===== src/rtl/prx_pkg.sv =====
// constants shared by the receive port, strap capture and led logic
package prx_pkg;

   // system clock and derived timing
   localparam int CLK_HZ = 50_000_000;
   localparam int BLINK_MS = 40;
   localparam int BLINK_CYC = CLK_HZ / 1000 * BLINK_MS;
   localparam int STRAP_WAIT_CYC = 4;

   // register byte addresses
   localparam logic [7:0] ADDR_CTRL = 8'h00;
   localparam logic [7:0] ADDR_STATUS = 8'h04;
   localparam logic [7:0] ADDR_IRQ_STS = 8'h08;
   localparam logic [7:0] ADDR_IRQ_MASK = 8'h0C;

   // control register fields and reset value
   localparam int CTRL_LED_EN = 0;
   localparam int CTRL_RX_EN = 1;
   localparam int CTRL_W = 2;
   localparam logic [1:0] CTRL_RESET = 2'h3;

   // status register fields
   localparam int STAT_MODE = 0;
   localparam int STAT_WAKE_SEL = 2;
   localparam int STAT_ADDR = 3;
   localparam int STAT_LINK = 5;
   localparam int STAT_FAST = 6;
   localparam int STAT_DONE = 7;

   // interrupt status and mask fields
   localparam int IRQ_FRAME = 0;
   localparam int IRQ_ERR = 1;
   localparam int IRQ_COL = 2;
   localparam int IRQ_LINK = 3;
   localparam int IRQ_W = 4;
   localparam logic [3:0] IRQ_RESET = 4'h0;

   // media mode codes, data-valid strap then tx-clock strap
   localparam logic [1:0] MODE_MII = 2'h0;
   localparam logic [1:0] MODE_REV_MII = 2'h1;
   localparam logic [1:0] MODE_RMII_CLK_OUT = 2'h2;
   localparam logic [1:0] MODE_RMII_CLK_IN = 2'h3;

   // axi responses
   localparam logic [1:0] RESP_OKAY = 2'h0;
   localparam logic [1:0] RESP_SLVERR = 2'h2;

   typedef enum logic {ST_CAPTURE, ST_RUN} prx_strap_t;

endpackage


===== src/rtl/prx_sync.sv =====
// two flip-flop synchroniser for a vector of independent levels
`timescale 1ns/1ps
`default_nettype none
module prx_sync #(
   parameter int W = 1
) (
   input wire logic i_clock,         // system clock
   input wire logic i_rst,           // async reset, active high
   input wire logic [W-1:0] i_async, // levels from another domain
   output logic [W-1:0] o_sync       // levels in the clock domain
);
   logic [W-1:0] meta_q;
   logic [W-1:0] sync_q;

   // first stage feeds only the second stage
   always_ff @(posedge i_clock or posedge i_rst) begin
      if (i_rst) begin
         meta_q <= '0;
         sync_q <= '0;
      end else begin
         meta_q <= i_async;
         sync_q <= meta_q;
      end
   end

   assign o_sync = sync_q;
endmodule
`default_nettype wire


===== src/rtl/prx_led.sv =====
// link led: steady while the link is up, dark blinks repeating while activity lasts
`timescale 1ns/1ps
`default_nettype none
module prx_led #(
   parameter int BLINK_CYCLES = 2_000_000
) (
   input wire logic i_clock,    // system clock
   input wire logic i_rst,      // async reset, active high
   input wire logic i_link,     // link up at this led's speed
   input wire logic i_activity, // traffic seen
   output logic o_led           // led drive, high is lit
);
   localparam int CW = $clog2(BLINK_CYCLES + 1);
   localparam logic [CW-1:0] LOAD = CW'(BLINK_CYCLES - 1);
   localparam logic [CW-1:0] HALF = CW'(BLINK_CYCLES / 2);

   logic [CW-1:0] cnt_q;
   logic [CW-1:0] cnt_d;
   logic led_q;
   logic led_d;

   // a blink runs to the end, so steady traffic gives a steady flash rate
   always_comb begin
      cnt_d = cnt_q;
      if (cnt_q != '0) begin
         cnt_d = cnt_q - 1'b1;
      end else if (i_link && i_activity) begin
         cnt_d = LOAD;
      end
      led_d = i_link && (cnt_d < HALF);
   end

   always_ff @(posedge i_clock or posedge i_rst) begin
      if (i_rst) begin
         cnt_q <= '0;
         led_q <= 1'b0;
      end else begin
         cnt_q <= cnt_d;
         led_q <= led_d;
      end
   end

   assign o_led = led_q;
endmodule
`default_nettype wire


===== src/rtl/prx_top.sv =====
// mac-facing receive port, strap capture, leds and register slave
`timescale 1ns/1ps
`default_nettype none
module prx_top
   import prx_pkg::*;
#(
   parameter int BLINK_CYCLES = BLINK_CYC
) (
   input wire logic i_clock,             // system clock, 50 mhz
   input wire logic i_rst,               // async reset, active high
   // recovered line side, asynchronous
   input wire logic i_line_clock,        // recovered receive clock
   input wire logic [3:0] i_line_nibble, // decoded nibble
   input wire logic i_line_dv,           // nibble belongs to a frame
   input wire logic i_line_err,          // error symbol decoded
   input wire logic i_line_carrier,      // receive medium not idle
   // phy core status, same clock
   input wire logic i_tx_active,         // transmit medium busy
   input wire logic i_full_duplex,       // link is full duplex
   input wire logic i_link_up,           // link established
   input wire logic i_link_fast,         // link at 100 mbit
   input wire logic i_activity,          // traffic seen
   input wire logic i_wake_event,        // wake request level
   // strap sensing of shared pins
   input wire logic i_rx_dv_pin,         // data-valid pin level
   input wire logic i_rx_d1_pin,         // data bit 1 pin level
   input wire logic i_rx_d3_pin,         // data bit 3 pin level
   input wire logic i_led_slow_pin,      // slow led pin level
   input wire logic i_led_fast_pin,      // fast led pin level
   // mac pins
   output logic o_rx_clock,              // receive clock to mac
   output logic [3:0] o_rx_data,         // receive nibble
   output logic [3:0] o_rx_data_oe,      // per-bit output enable
   output logic o_rx_dv,                 // data valid
   output logic o_rx_dv_oe,              // data valid enable
   output logic o_rx_er,                 // receive error
   output logic o_crs,                   // carrier sense or crs_dv
   output logic o_col,                   // collision
   output logic o_link_led_slow,         // slow led or wake pin level
   output logic o_link_led_slow_oe,      // slow led pin enable
   output logic o_link_led_fast,         // fast led pin level
   output logic o_link_led_fast_oe,      // fast led pin enable
   output logic o_rmii_clock_output_mode, // tx clock pin drives 50 mhz
   output logic o_irq,                   // interrupt, active high level
   // axi4-lite slave
   input wire logic [7:0] s_axi_awaddr,  // write address
   input wire logic s_axi_awvalid,       // write address valid
   output logic s_axi_awready,           // write address ready
   input wire logic [31:0] s_axi_wdata,  // write data
   input wire logic [3:0] s_axi_wstrb,   // write strobes
   input wire logic s_axi_wvalid,        // write data valid
   output logic s_axi_wready,            // write data ready
   output logic [1:0] s_axi_bresp,       // write response
   output logic s_axi_bvalid,            // write response valid
   input wire logic s_axi_bready,        // write response ready
   input wire logic [7:0] s_axi_araddr,  // read address
   input wire logic s_axi_arvalid,       // read address valid
   output logic s_axi_arready,           // read address ready
   output logic [31:0] s_axi_rdata,      // read data
   output logic [1:0] s_axi_rresp,       // read response
   output logic s_axi_rvalid,            // read data valid
   input wire logic s_axi_rready         // read data ready
);
   ////////////////////////////////////////////////////////////////////////
   // synchronisers
   logic [7:0] line_s;
   logic [4:0] strap_s;
   logic led_slow_w;
   logic led_fast_w;

   prx_sync #(.W(8)) u_line_sync (
      .i_clock(i_clock),
      .i_rst(i_rst),
      .i_async({i_line_clock, i_line_dv, i_line_err, i_line_carrier,
                i_line_nibble}),
      .o_sync(line_s)
   );

   prx_sync #(.W(5)) u_strap_sync (
      .i_clock(i_clock),
      .i_rst(i_rst),
      .i_async({i_rx_dv_pin, i_rx_d3_pin, i_rx_d1_pin, i_led_fast_pin,
                i_led_slow_pin}),
      .o_sync(strap_s)
   );

   ////////////////////////////////////////////////////////////////////////
   // strap capture
   prx_strap_t st_q, st_d;
   logic [2:0] wait_q, wait_d;
   logic [1:0] mode_q, mode_d;
   logic wake_sel_q, wake_sel_d;
   logic [1:0] addr_q, addr_d;
   logic run;
   logic is_rmii;

   // wait until the pulls have passed the synchroniser, then latch once
   always_comb begin
      st_d = st_q;
      wait_d = wait_q;
      mode_d = mode_q;
      wake_sel_d = wake_sel_q;
      addr_d = addr_q;
      unique case (st_q)
         ST_CAPTURE: begin
            wait_d = wait_q + 3'h1;
            if (wait_q == 3'(STRAP_WAIT_CYC - 1)) begin
               mode_d = strap_s[4:3];
               wake_sel_d = strap_s[2];
               addr_d = strap_s[1:0];
               st_d = ST_RUN;
            end
         end
         ST_RUN: begin
            st_d = ST_RUN;
         end
      endcase
   end

   always_ff @(posedge i_clock or posedge i_rst) begin
      if (i_rst) begin
         st_q <= ST_CAPTURE;
         wait_q <= 3'h0;
         mode_q <= MODE_MII;
         wake_sel_q <= 1'b0;
         addr_q <= 2'h0;
      end else begin
         st_q <= st_d;
         wait_q <= wait_d;
         mode_q <= mode_d;
         wake_sel_q <= wake_sel_d;
         addr_q <= addr_d;
      end
   end

   assign run = (st_d == ST_RUN);
   assign is_rmii = mode_d[1];

   ////////////////////////////////////////////////////////////////////////
   // register file and axi4-lite slave
   logic [CTRL_W-1:0] ctrl_q, ctrl_d;
   logic [IRQ_W-1:0] sts_q, sts_d, mask_q, mask_d, ev;
   logic aw_got_q, aw_got_d, w_got_q, w_got_d;
   logic [7:0] awaddr_q, awaddr_d;
   logic [31:0] wdata_q, wdata_d;
   logic wstrb0_q, wstrb0_d;
   logic awready_d, wready_d, bvalid_d, arready_d, rvalid_d;
   logic [1:0] bresp_d, rresp_d;
   logic [31:0] rdata_d;
   logic irq_d;

   // writes wait for both address and data; one answer at a time
   always_comb begin
      aw_got_d = aw_got_q;
      w_got_d = w_got_q;
      awaddr_d = awaddr_q;
      wdata_d = wdata_q;
      wstrb0_d = wstrb0_q;
      ctrl_d = ctrl_q;
      mask_d = mask_q;
      sts_d = sts_q | ev;
      bvalid_d = s_axi_bvalid;
      bresp_d = s_axi_bresp;
      rvalid_d = s_axi_rvalid;
      rresp_d = s_axi_rresp;
      rdata_d = s_axi_rdata;
      if (s_axi_awvalid && s_axi_awready) begin
         aw_got_d = 1'b1;
         awaddr_d = s_axi_awaddr;
      end
      if (s_axi_wvalid && s_axi_wready) begin
         w_got_d = 1'b1;
         wdata_d = s_axi_wdata;
         wstrb0_d = s_axi_wstrb[0];
      end
      if (s_axi_bvalid && s_axi_bready) begin
         bvalid_d = 1'b0;
      end
      if (aw_got_q && w_got_q && !s_axi_bvalid) begin
         aw_got_d = 1'b0;
         w_got_d = 1'b0;
         bvalid_d = 1'b1;
         bresp_d = RESP_OKAY;
         unique case (awaddr_q)
            ADDR_CTRL: if (wstrb0_q) ctrl_d = wdata_q[CTRL_W-1:0];
            ADDR_STATUS: ;
            // a new event in the clearing cycle survives the clear
            ADDR_IRQ_STS: if (wstrb0_q) begin
               sts_d = (sts_q & ~wdata_q[IRQ_W-1:0]) | ev;
            end
            ADDR_IRQ_MASK: if (wstrb0_q) mask_d = wdata_q[IRQ_W-1:0];
            default: bresp_d = RESP_SLVERR;
         endcase
      end
      if (s_axi_rvalid && s_axi_rready) begin
         rvalid_d = 1'b0;
      end
      if (s_axi_arvalid && s_axi_arready) begin
         rvalid_d = 1'b1;
         rresp_d = RESP_OKAY;
         rdata_d = 32'h0;
         unique case (s_axi_araddr)
            ADDR_CTRL: rdata_d[CTRL_W-1:0] = ctrl_q;
            ADDR_STATUS: begin
               rdata_d[STAT_MODE +: 2] = mode_q;
               rdata_d[STAT_WAKE_SEL] = wake_sel_q;
               rdata_d[STAT_ADDR +: 2] = addr_q;
               rdata_d[STAT_LINK] = i_link_up;
               rdata_d[STAT_FAST] = i_link_fast;
               rdata_d[STAT_DONE] = (st_q == ST_RUN);
            end
            ADDR_IRQ_STS: rdata_d[IRQ_W-1:0] = sts_q;
            ADDR_IRQ_MASK: rdata_d[IRQ_W-1:0] = mask_q;
            default: rresp_d = RESP_SLVERR;
         endcase
      end
      awready_d = !aw_got_d && !bvalid_d;
      wready_d = !w_got_d && !bvalid_d;
      arready_d = !rvalid_d;
      irq_d = |(sts_d & mask_d);
   end

   always_ff @(posedge i_clock or posedge i_rst) begin
      if (i_rst) begin
         aw_got_q <= 1'b0;
         w_got_q <= 1'b0;
         awaddr_q <= 8'h00;
         wdata_q <= 32'h0;
         wstrb0_q <= 1'b0;
         ctrl_q <= CTRL_RESET;
         sts_q <= IRQ_RESET;
         mask_q <= IRQ_RESET;
         s_axi_awready <= 1'b0;
         s_axi_wready <= 1'b0;
         s_axi_bvalid <= 1'b0;
         s_axi_bresp <= RESP_OKAY;
         s_axi_arready <= 1'b0;
         s_axi_rvalid <= 1'b0;
         s_axi_rresp <= RESP_OKAY;
         s_axi_rdata <= 32'h0;
         o_irq <= 1'b0;
      end else begin
         aw_got_q <= aw_got_d;
         w_got_q <= w_got_d;
         awaddr_q <= awaddr_d;
         wdata_q <= wdata_d;
         wstrb0_q <= wstrb0_d;
         ctrl_q <= ctrl_d;
         sts_q <= sts_d;
         mask_q <= mask_d;
         s_axi_awready <= awready_d;
         s_axi_wready <= wready_d;
         s_axi_bvalid <= bvalid_d;
         s_axi_bresp <= bresp_d;
         s_axi_arready <= arready_d;
         s_axi_rvalid <= rvalid_d;
         s_axi_rresp <= rresp_d;
         s_axi_rdata <= rdata_d;
         o_irq <= irq_d;
      end
   end

   ////////////////////////////////////////////////////////////////////////
   // receive port and pin drivers
   logic clk_prev_q, clk_prev_d, link_prev_q;
   logic [3:0] nib_q, nib_d;
   logic dv_q, dv_d, er_q, er_d, col_q, col_d;
   logic rise, led_en, slow_d, fast_d;

   // the line clock is sampled, so nibble, data valid and error move on the same
   // system edge as the clock copy; skew is one system period at most
   assign rise = line_s[7] && !clk_prev_q;
   assign led_en = ctrl_q[CTRL_LED_EN];

   always_comb begin
      clk_prev_d = line_s[7];
      nib_d = nib_q;
      dv_d = dv_q;
      er_d = er_q;
      if (rise) begin
         nib_d = line_s[3:0];
         dv_d = line_s[6] && ctrl_q[CTRL_RX_EN];
         er_d = line_s[6] && line_s[5] && ctrl_q[CTRL_RX_EN];
      end
      col_d = !is_rmii && !i_full_duplex && i_tx_active
              && line_s[4];
      ev = '0;
      ev[IRQ_FRAME] = dv_q && !dv_d;
      ev[IRQ_ERR] = er_d && !er_q;
      ev[IRQ_COL] = col_d && !col_q;
      ev[IRQ_LINK] = i_link_up != link_prev_q;
      // slow led pin: led or open-drain wake, chosen from the capture edge on
      slow_d = wake_sel_d ? 1'b0 : (led_slow_w && led_en);
      fast_d = led_fast_w && led_en;
   end

   always_ff @(posedge i_clock or posedge i_rst) begin
      if (i_rst) begin
         clk_prev_q <= 1'b0;
         link_prev_q <= 1'b0;
         nib_q <= 4'h0;
         dv_q <= 1'b0;
         er_q <= 1'b0;
         col_q <= 1'b0;
         o_rx_clock <= 1'b0;
         o_rx_data <= 4'h0;
         o_rx_data_oe <= 4'h0;
         o_rx_dv <= 1'b0;
         o_rx_dv_oe <= 1'b0;
         o_rx_er <= 1'b0;
         o_crs <= 1'b0;
         o_col <= 1'b0;
         o_link_led_slow <= 1'b0;
         o_link_led_slow_oe <= 1'b0;
         o_link_led_fast <= 1'b0;
         o_link_led_fast_oe <= 1'b0;
         o_rmii_clock_output_mode <= 1'b0;
      end else begin
         clk_prev_q <= clk_prev_d;
         link_prev_q <= i_link_up;
         nib_q <= nib_d;
         dv_q <= dv_d;
         er_q <= er_d;
         col_q <= col_d;
         o_rx_clock <= !is_rmii && line_s[7];
         o_rx_data <= {nib_d[3], nib_d[2] && !is_rmii, nib_d[1:0]};
         o_rx_data_oe <= {run, run && (is_rmii ? irq_d : 1'b1),
                          run, run};
         o_rx_dv <= dv_d;
         o_rx_dv_oe <= run;
         o_rx_er <= er_d;
         o_crs <= is_rmii ? (line_s[4] || dv_d)
                          : line_s[4];
         o_col <= col_d;
         o_link_led_slow <= slow_d;
         o_link_led_slow_oe <= run && (!wake_sel_d || i_wake_event);
         o_link_led_fast <= fast_d;
         o_link_led_fast_oe <= run;
         o_rmii_clock_output_mode <= (mode_d == MODE_RMII_CLK_OUT);
      end
   end

   ////////////////////////////////////////////////////////////////////////
   // led blink timers, one per speed
   prx_led #(.BLINK_CYCLES(BLINK_CYCLES)) u_led_slow (
      .i_clock(i_clock),
      .i_rst(i_rst),
      .i_link(i_link_up && !i_link_fast),
      .i_activity(i_activity),
      .o_led(led_slow_w)
   );

   prx_led #(.BLINK_CYCLES(BLINK_CYCLES)) u_led_fast (
      .i_clock(i_clock),
      .i_rst(i_rst),
      .i_link(i_link_up && i_link_fast),
      .i_activity(i_activity),
      .o_led(led_fast_w)
   );
endmodule
`default_nettype wire


===== config.mk =====
export PLATFORM = sky130hd
export DESIGN_NAME = prx_top
export DESIGN_NICKNAME = d
export VERILOG_FILES = /design/src/rtl/prx_pkg.sv /design/src/rtl/prx_sync.sv /design/src/rtl/prx_led.sv /design/src/rtl/prx_top.sv
export SDC_FILE = /design/constraint.sdc
export NUM_CORES = 1
export LEC_CHECK = 0
export BUFFER_PORTS_ARGS = -buffer_cell sky130_fd_sc_hd__buf_2
export CAP_MARGIN = 40
export CORE_ASPECT_RATIO = 1.1
export CORE_MARGIN = 2
export CORE_UTILIZATION = 49
export CTS_CLUSTER_SIZE = 16
export DETAILED_ROUTE_END_ITERATION = 12
export GPL_TIMING_DRIVEN = 0
export PLACE_DENSITY = 0.78
export SYNTH_ARGS = -nofsm -noshare
export SYNTH_HDL_FRONTEND = slang
export SYNTH_HIERARCHICAL = 1
export SYNTH_SLANG_ARGS = --single-unit

===== constraint.sdc =====
create_clock -name i_clock -period 2.79 [get_ports i_clock]
set_input_delay 0.1395 -clock i_clock [delete_from_list [all_inputs] [get_ports i_clock]]
set_output_delay 0.1395 -clock i_clock [all_outputs]
set_load 0.03 [all_outputs]

==> metrics.log <==
[metrics] routed wire length: 14,700 um
[metrics] Hold Fails Final Rpt: 0
[metrics] Setup Total Neg Slack: -0.219 ns
[metrics] PortBufs: about 80
[metrics] Worst Slack Setup Final: -0.163 ns
[metrics] Lkg Pwr: slightly below 4 nW
[metrics] placer's final routability congestion estimate: ~0.84
[metrics] Setup crit start kind: flop
[metrics] GRT Max-Usage Layer: met2
[metrics] overall fraction of global-route tracks in use: 0.229
[metrics] latest clock arrival within the worst-skew pair: ~0.4 ns
[metrics] flop2flop setup slack: -0.16 ns
[metrics] first-pass detailed-route iteration total: 5
[metrics] portion of the post-synthesis area used by sequential elements: 0.567
[metrics] main combinational cell family by area after synthesis: simple AND/OR/NAND/NOR gates
[metrics] post-route clock period utilization: 1.06
[metrics] number of global-route vias before repair: a little under 5,000
[metrics] Reg-to-Reg Start: u_led_slow/cnt_q[0]
[metrics] Worst setup EP type: flop
[metrics] critical path fanouts, max: 9
[metrics] number of cell instances on the worst register-to-register path: 10
[metrics] Final Setup Violations: 2
[metrics] largest vdd supply drop: 0.561 mV
[metrics] H-tree depth reported by CTS: 4
[metrics] transition time of the tightest slew-check pin: about 0.89 ns
[metrics] Max-cap violations: 0
[metrics] synthesized netlist cell count: between 500 and 600
[metrics] average detailed-routed wire length per instance: about 17 um
[metrics] final max-slew violation count: 0
[metrics] flip-flop and latch count after synthesis: between 100 and 150
[metrics] start point of the worst min-delay path: i_full_duplex
[metrics] total congestion overflow: 0
[metrics] post-synth design cell area: between 6000 and 7000 um2
[metrics] arrival time at the worst endpoint: 3.25 ns
[metrics] Worst setup startpoint: u_led_slow/cnt_q[0]
[metrics] per-instance average area after synthesis: ~11 um2
[metrics] number of nets in the finished design: between 700 and 800
[metrics] xor-xnor portion of the synthesized cell area: 0.0246
[metrics] growth of design area from synthesis to finish: 34.3%
[metrics] simple-gate portion of the synthesized area: 0.175
[metrics] Die Y-Extent: ~120 um
[metrics] Power per Cell Area: about 900 nW/um2
[metrics] CTS max path bufs: 2
[metrics] maximum operating frequency: roughly 340 MHz
[metrics] type of the most critical hold path: in -> reg
[metrics] clock edge transition at the registers on the reported setup and hold paths: about 0.060 ns
[metrics] slowest cell on the critical path: sky130_fd_sc_hd__dfrtp_1
[metrics] synth unique cells: 58
[metrics] via/cell ratio: about 5.5
[metrics] GR met1 Demand/Resource: 0.270
[metrics] normalized max-slew margin: 0.407
[metrics] cell type with the highest aggregate area in the netlist: sky130_fd_sc_hd__dfrtp_1
[metrics] leading register cell type out of synthesis: sky130_fd_sc_hd__dfrtp_1
[metrics] Die Wd: 110 um
[metrics] clk sink count: roughly 140
[metrics] initial drt markers: approximately 330
[metrics] Filler Cells Inserted: between 800 and 900
[metrics] maximum clock skew at final layout: just under 0.006 ns
[metrics] critical path class: reg -> reg
[metrics] Diodes inserted: 0
[metrics] number of antenna violations at the first check in global routing: 0
[metrics] met3 usage in global routing: 0.0550
[metrics] GR Util met2: 0.390
[metrics] fraction of synthesized area in multiplexers: 0.0664
[metrics] share of Yosys cell area claimed by the top area cell type: 0.558
[metrics] share of post-route cells with drive strength above 1: 0.325
[metrics] largest net degree at the start of global routing: 38
[metrics] run status: finished with violations
[metrics] Synthesis Warnings: 6
[metrics] core area: about 12,000 um2
[metrics] largest cells by area after synthesis: sky130_fd_sc_hd__dfrtp_1 (56%), sky130_fd_sc_hd__buf_4 (4.1%), sky130_fd_sc_hd__mux2_2 (3.9%), sky130_fd_sc_hd__nand2_1 (3.2%), sky130_fd_sc_hd__nor2_1 (2.0%)
[metrics] worst endpoint required time: slightly above 3 ns
[metrics] cts bufs inserted: 17
[metrics] Clock Tree Root: sky130_fd_sc_hd__clkbuf_16
[metrics] Routed Antenna Nets: 0
[metrics] drc violations: 0
[metrics] wire length of the first global-routing pass: 23,300 um
[metrics] failing checks: setup timing
[metrics] final critical-path required period: roughly 3 ns
[metrics] area enclosed by the die boundary: about 13,000 um2
[metrics] I/O pin cnt: around 140
[metrics] CTS tree: built
[metrics] max incr delay on CP: 0.48 ns
[metrics] post-synthesis share of cell area spent on full adders, half adders and majority gates: 0.0124
[metrics] vias after detailed routing: between 4,000 and 5,000
[metrics] RSZ-0062 raised after global routing: true
[metrics] cell breakdown of the critical path: inv_1 -> ha_1 -> nor4b_4 -> buf_4 -> nand3_1 -> nor4_4 -> a211o_1 -> a221o_1 -> a2111o_1 -> a311oi_2
[metrics] Hold WS: roughly 0.045 ns
[metrics] standard-cell row count: 42
[metrics] endpoint of the worst setup timing path: u_led_slow/o_led
[metrics] fraction of registers with async set/reset: 1.00
[metrics] DPL Wire Length: about 9400 um
[metrics] reg-to-reg critical path endpoint: u_led_slow/o_led
[metrics] effective utilization at floorplan: 0.503
[metrics] number of enable-type register cells in the synthesized netlist: 0
[metrics] compound-cell area share of the yosys netlist: 0.0937
-- cell usage after synthesis, types with 3 or more instances --
master / number
sky130_fd_sc_hd__and3_1: 3
sky130_fd_sc_hd__or3_1: 4
sky130_fd_sc_hd__a221o_1: 3
sky130_fd_sc_hd__nand2b_1: 3
sky130_fd_sc_hd__a22o_1: 5
sky130_fd_sc_hd__o21ai_0: 23
sky130_fd_sc_hd__nand4b_1: 3
sky130_fd_sc_hd__nand4_1: 3
sky130_fd_sc_hd__mux2i_1: 12
sky130_fd_sc_hd__buf_4: 33
sky130_fd_sc_hd__mux2_2: 21
sky130_fd_sc_hd__nor3b_1: 3
sky130_fd_sc_hd__nand3b_1: 5
sky130_fd_sc_hd__nor2_1: 33
sky130_fd_sc_hd__xor2_1: 6
sky130_fd_sc_hd__and2_1: 6
sky130_fd_sc_hd__inv_1: 29
sky130_fd_sc_hd__xnor2_1: 11
sky130_fd_sc_hd__nor2b_1: 5
sky130_fd_sc_hd__ha_1: 6
sky130_fd_sc_hd__clkbuf_1: 3
sky130_fd_sc_hd__or4_1: 4
sky130_fd_sc_hd__nor4b_1: 6
sky130_fd_sc_hd__nor4_1: 9
sky130_fd_sc_hd__a211oi_1: 10
sky130_fd_sc_hd__a31oi_1: 4
sky130_fd_sc_hd__nor4_2: 4
sky130_fd_sc_hd__nand2_1: 51
sky130_fd_sc_hd__a21oi_1: 13
sky130_fd_sc_hd__or4_4: 4
sky130_fd_sc_hd__nor3_1: 10
sky130_fd_sc_hd__nand3_1: 12
sky130_fd_sc_hd__dfrtp_1: 135
sky130_fd_sc_hd__or2_2: 5
-- registers in the layout, summed over array words and instances, names as in the netlist, 3 cells and up --
name and flops:
awaddr_q 8, mask_q 4, nib_q 4, s_axi_rdata 8, sts_q 4, u_led_fast/cnt_q 21
u_led_slow/cnt_q 21, u_line_sync/meta_q 8, u_line_sync/o_sync 8, u_strap_sync/meta_q 5, u_strap_sync/o_sync 5, wait_q 3
wdata_q 4
-- logic make-up (layout without fill, tap and decap cells) --
group,count (synthesis),after routing
compound gates,81,81
xor+xnor,17,17
fa+ha+maj,6,6
buf+inv,65,234
flops,137,137
mux,35,35
other cells,1,26
simple gates,185,185
-- stage by stage --
step	power (mW)	std cells	util	cell area (um2)	worst slack, ns
global route	7.66	875	0.675	8130	-0.206
CTS	7.21	870	0.667	8030	-0.0994
finish	7.33	875	0.675	8130	-0.163
global placement	4.31	787	0.561	6760	-0.251
detailed placement	4.41	789	0.564	6790	-0.339
floorplan	3.99	552	-	6160	0.0212
-- repair_timing --
| action | in CTS | in global routing |
|---|---|---|
| gates resized for setup | 14 | 10 |
| pin swaps | 15 | 5 |
| hold buffers | 33 | 0 |
| buffers inserted | 16 | 4 |
| endpoints found under the hold margin | 114 | 0 |
| setup endpoints to repair | 4 | 5 |
-- metal layers --
layer	part of all wire	routed length, um
met4	0.026	376
met2	0.52	7590
met5	0	0
met3	0.055	813
met1	0.40	5930
-- cell usage in the layout, fill, tap and decap left out, types with 3 or more instances in the layout --
cell                            synthesis  routed
sky130_fd_sc_hd__a211oi_1              10      10
sky130_fd_sc_hd__a21oi_1               13      13
sky130_fd_sc_hd__a221o_1                3       3
sky130_fd_sc_hd__a22o_1                 5       5
sky130_fd_sc_hd__a31oi_1                4       4
sky130_fd_sc_hd__and2_1                 6       6
sky130_fd_sc_hd__buf_2                  0      82
sky130_fd_sc_hd__buf_4                 33      52
sky130_fd_sc_hd__bufinv_16              0       7
sky130_fd_sc_hd__clkbuf_1               3       6
sky130_fd_sc_hd__clkbuf_16              0      17
sky130_fd_sc_hd__conb_1                 1      26
sky130_fd_sc_hd__dfrtp_1              135     135
sky130_fd_sc_hd__dlygate4sd3_1          0      33
sky130_fd_sc_hd__ha_1                   6       6
sky130_fd_sc_hd__inv_1                 29      28
sky130_fd_sc_hd__mux2_2                21      21
sky130_fd_sc_hd__mux2i_1               12      11
sky130_fd_sc_hd__nand2_1               51      51
sky130_fd_sc_hd__nand2b_1               3       3
sky130_fd_sc_hd__nand3_1               12      12
sky130_fd_sc_hd__nand3b_1               5       5
sky130_fd_sc_hd__nand4_1                3       3
sky130_fd_sc_hd__nand4b_1               3       3
sky130_fd_sc_hd__nor2_1                33      33
sky130_fd_sc_hd__nor2b_1                5       5
sky130_fd_sc_hd__nor3_1                10       8
sky130_fd_sc_hd__nor3b_1                3       3
sky130_fd_sc_hd__nor4_1                 9       6
sky130_fd_sc_hd__nor4_4                 0       6
sky130_fd_sc_hd__nor4b_1                6       4
sky130_fd_sc_hd__nor4b_4                2       4
sky130_fd_sc_hd__o21ai_0               23      23
sky130_fd_sc_hd__or2_2                  5       5
sky130_fd_sc_hd__or3_1                  4       4
sky130_fd_sc_hd__or4_1                  4       4
sky130_fd_sc_hd__or4_4                  4       4
sky130_fd_sc_hd__xnor2_1               11      11
sky130_fd_sc_hd__xor2_1                 6       6
-- how the worst min path moves through the flow --
stage                                  end  slack (ns)  cells after the start
global placement    u_strap_sync/meta_q[4]        0.21                      2
finish                               col_q        0.05                      3
global route                         col_q        0.05                      3
floorplan           u_strap_sync/meta_q[0]       -0.02                      1
detailed placement  u_strap_sync/meta_q[0]        0.23                      2
CTS                                  col_q        0.04                      3
-- power breakdown --
group | total [mW] | switching [mW] | internal, mW
Clock | 2.62 | 0.823 | 1.80
Combinational | 1.72 | 0.965 | 0.759
Sequential | 2.98 | 0.547 | 2.44
Total | 7.33 | 2.33 | 4.99
-- critical path, delay by kind of cell, from the launching register on --
family / cells / cell delay, ns
adder cells (fa/ha/maj): 1 / 0.23
AND/OR/NAND/NOR: 3 / 0.46
buffers and inverters: 2 / 0.32
AO/OA/AOI/OAI: 4 / 1.35
flip-flops: 1 / 0.48
-- area by class of cell --
| type | count | area, um2 | share of cell area |
|---|---|---|---|
| clock inverter | 11 | 240 | 0.0296 |
| buffer | 36 | 259 | 0.0319 |
| inverter | 29 | 109 | 0.0134 |
| tap | 154 | 193 | 0.0237 |
| timing repair buffer | 137 | 930 | 0.114 |
| sequential | 137 | 3430 | 0.422 |
| clock buffer | 21 | 450 | 0.0554 |
| multi-input combinational | 350 | 2520 | 0.310 |
Power figures use the tool's default switching activity.
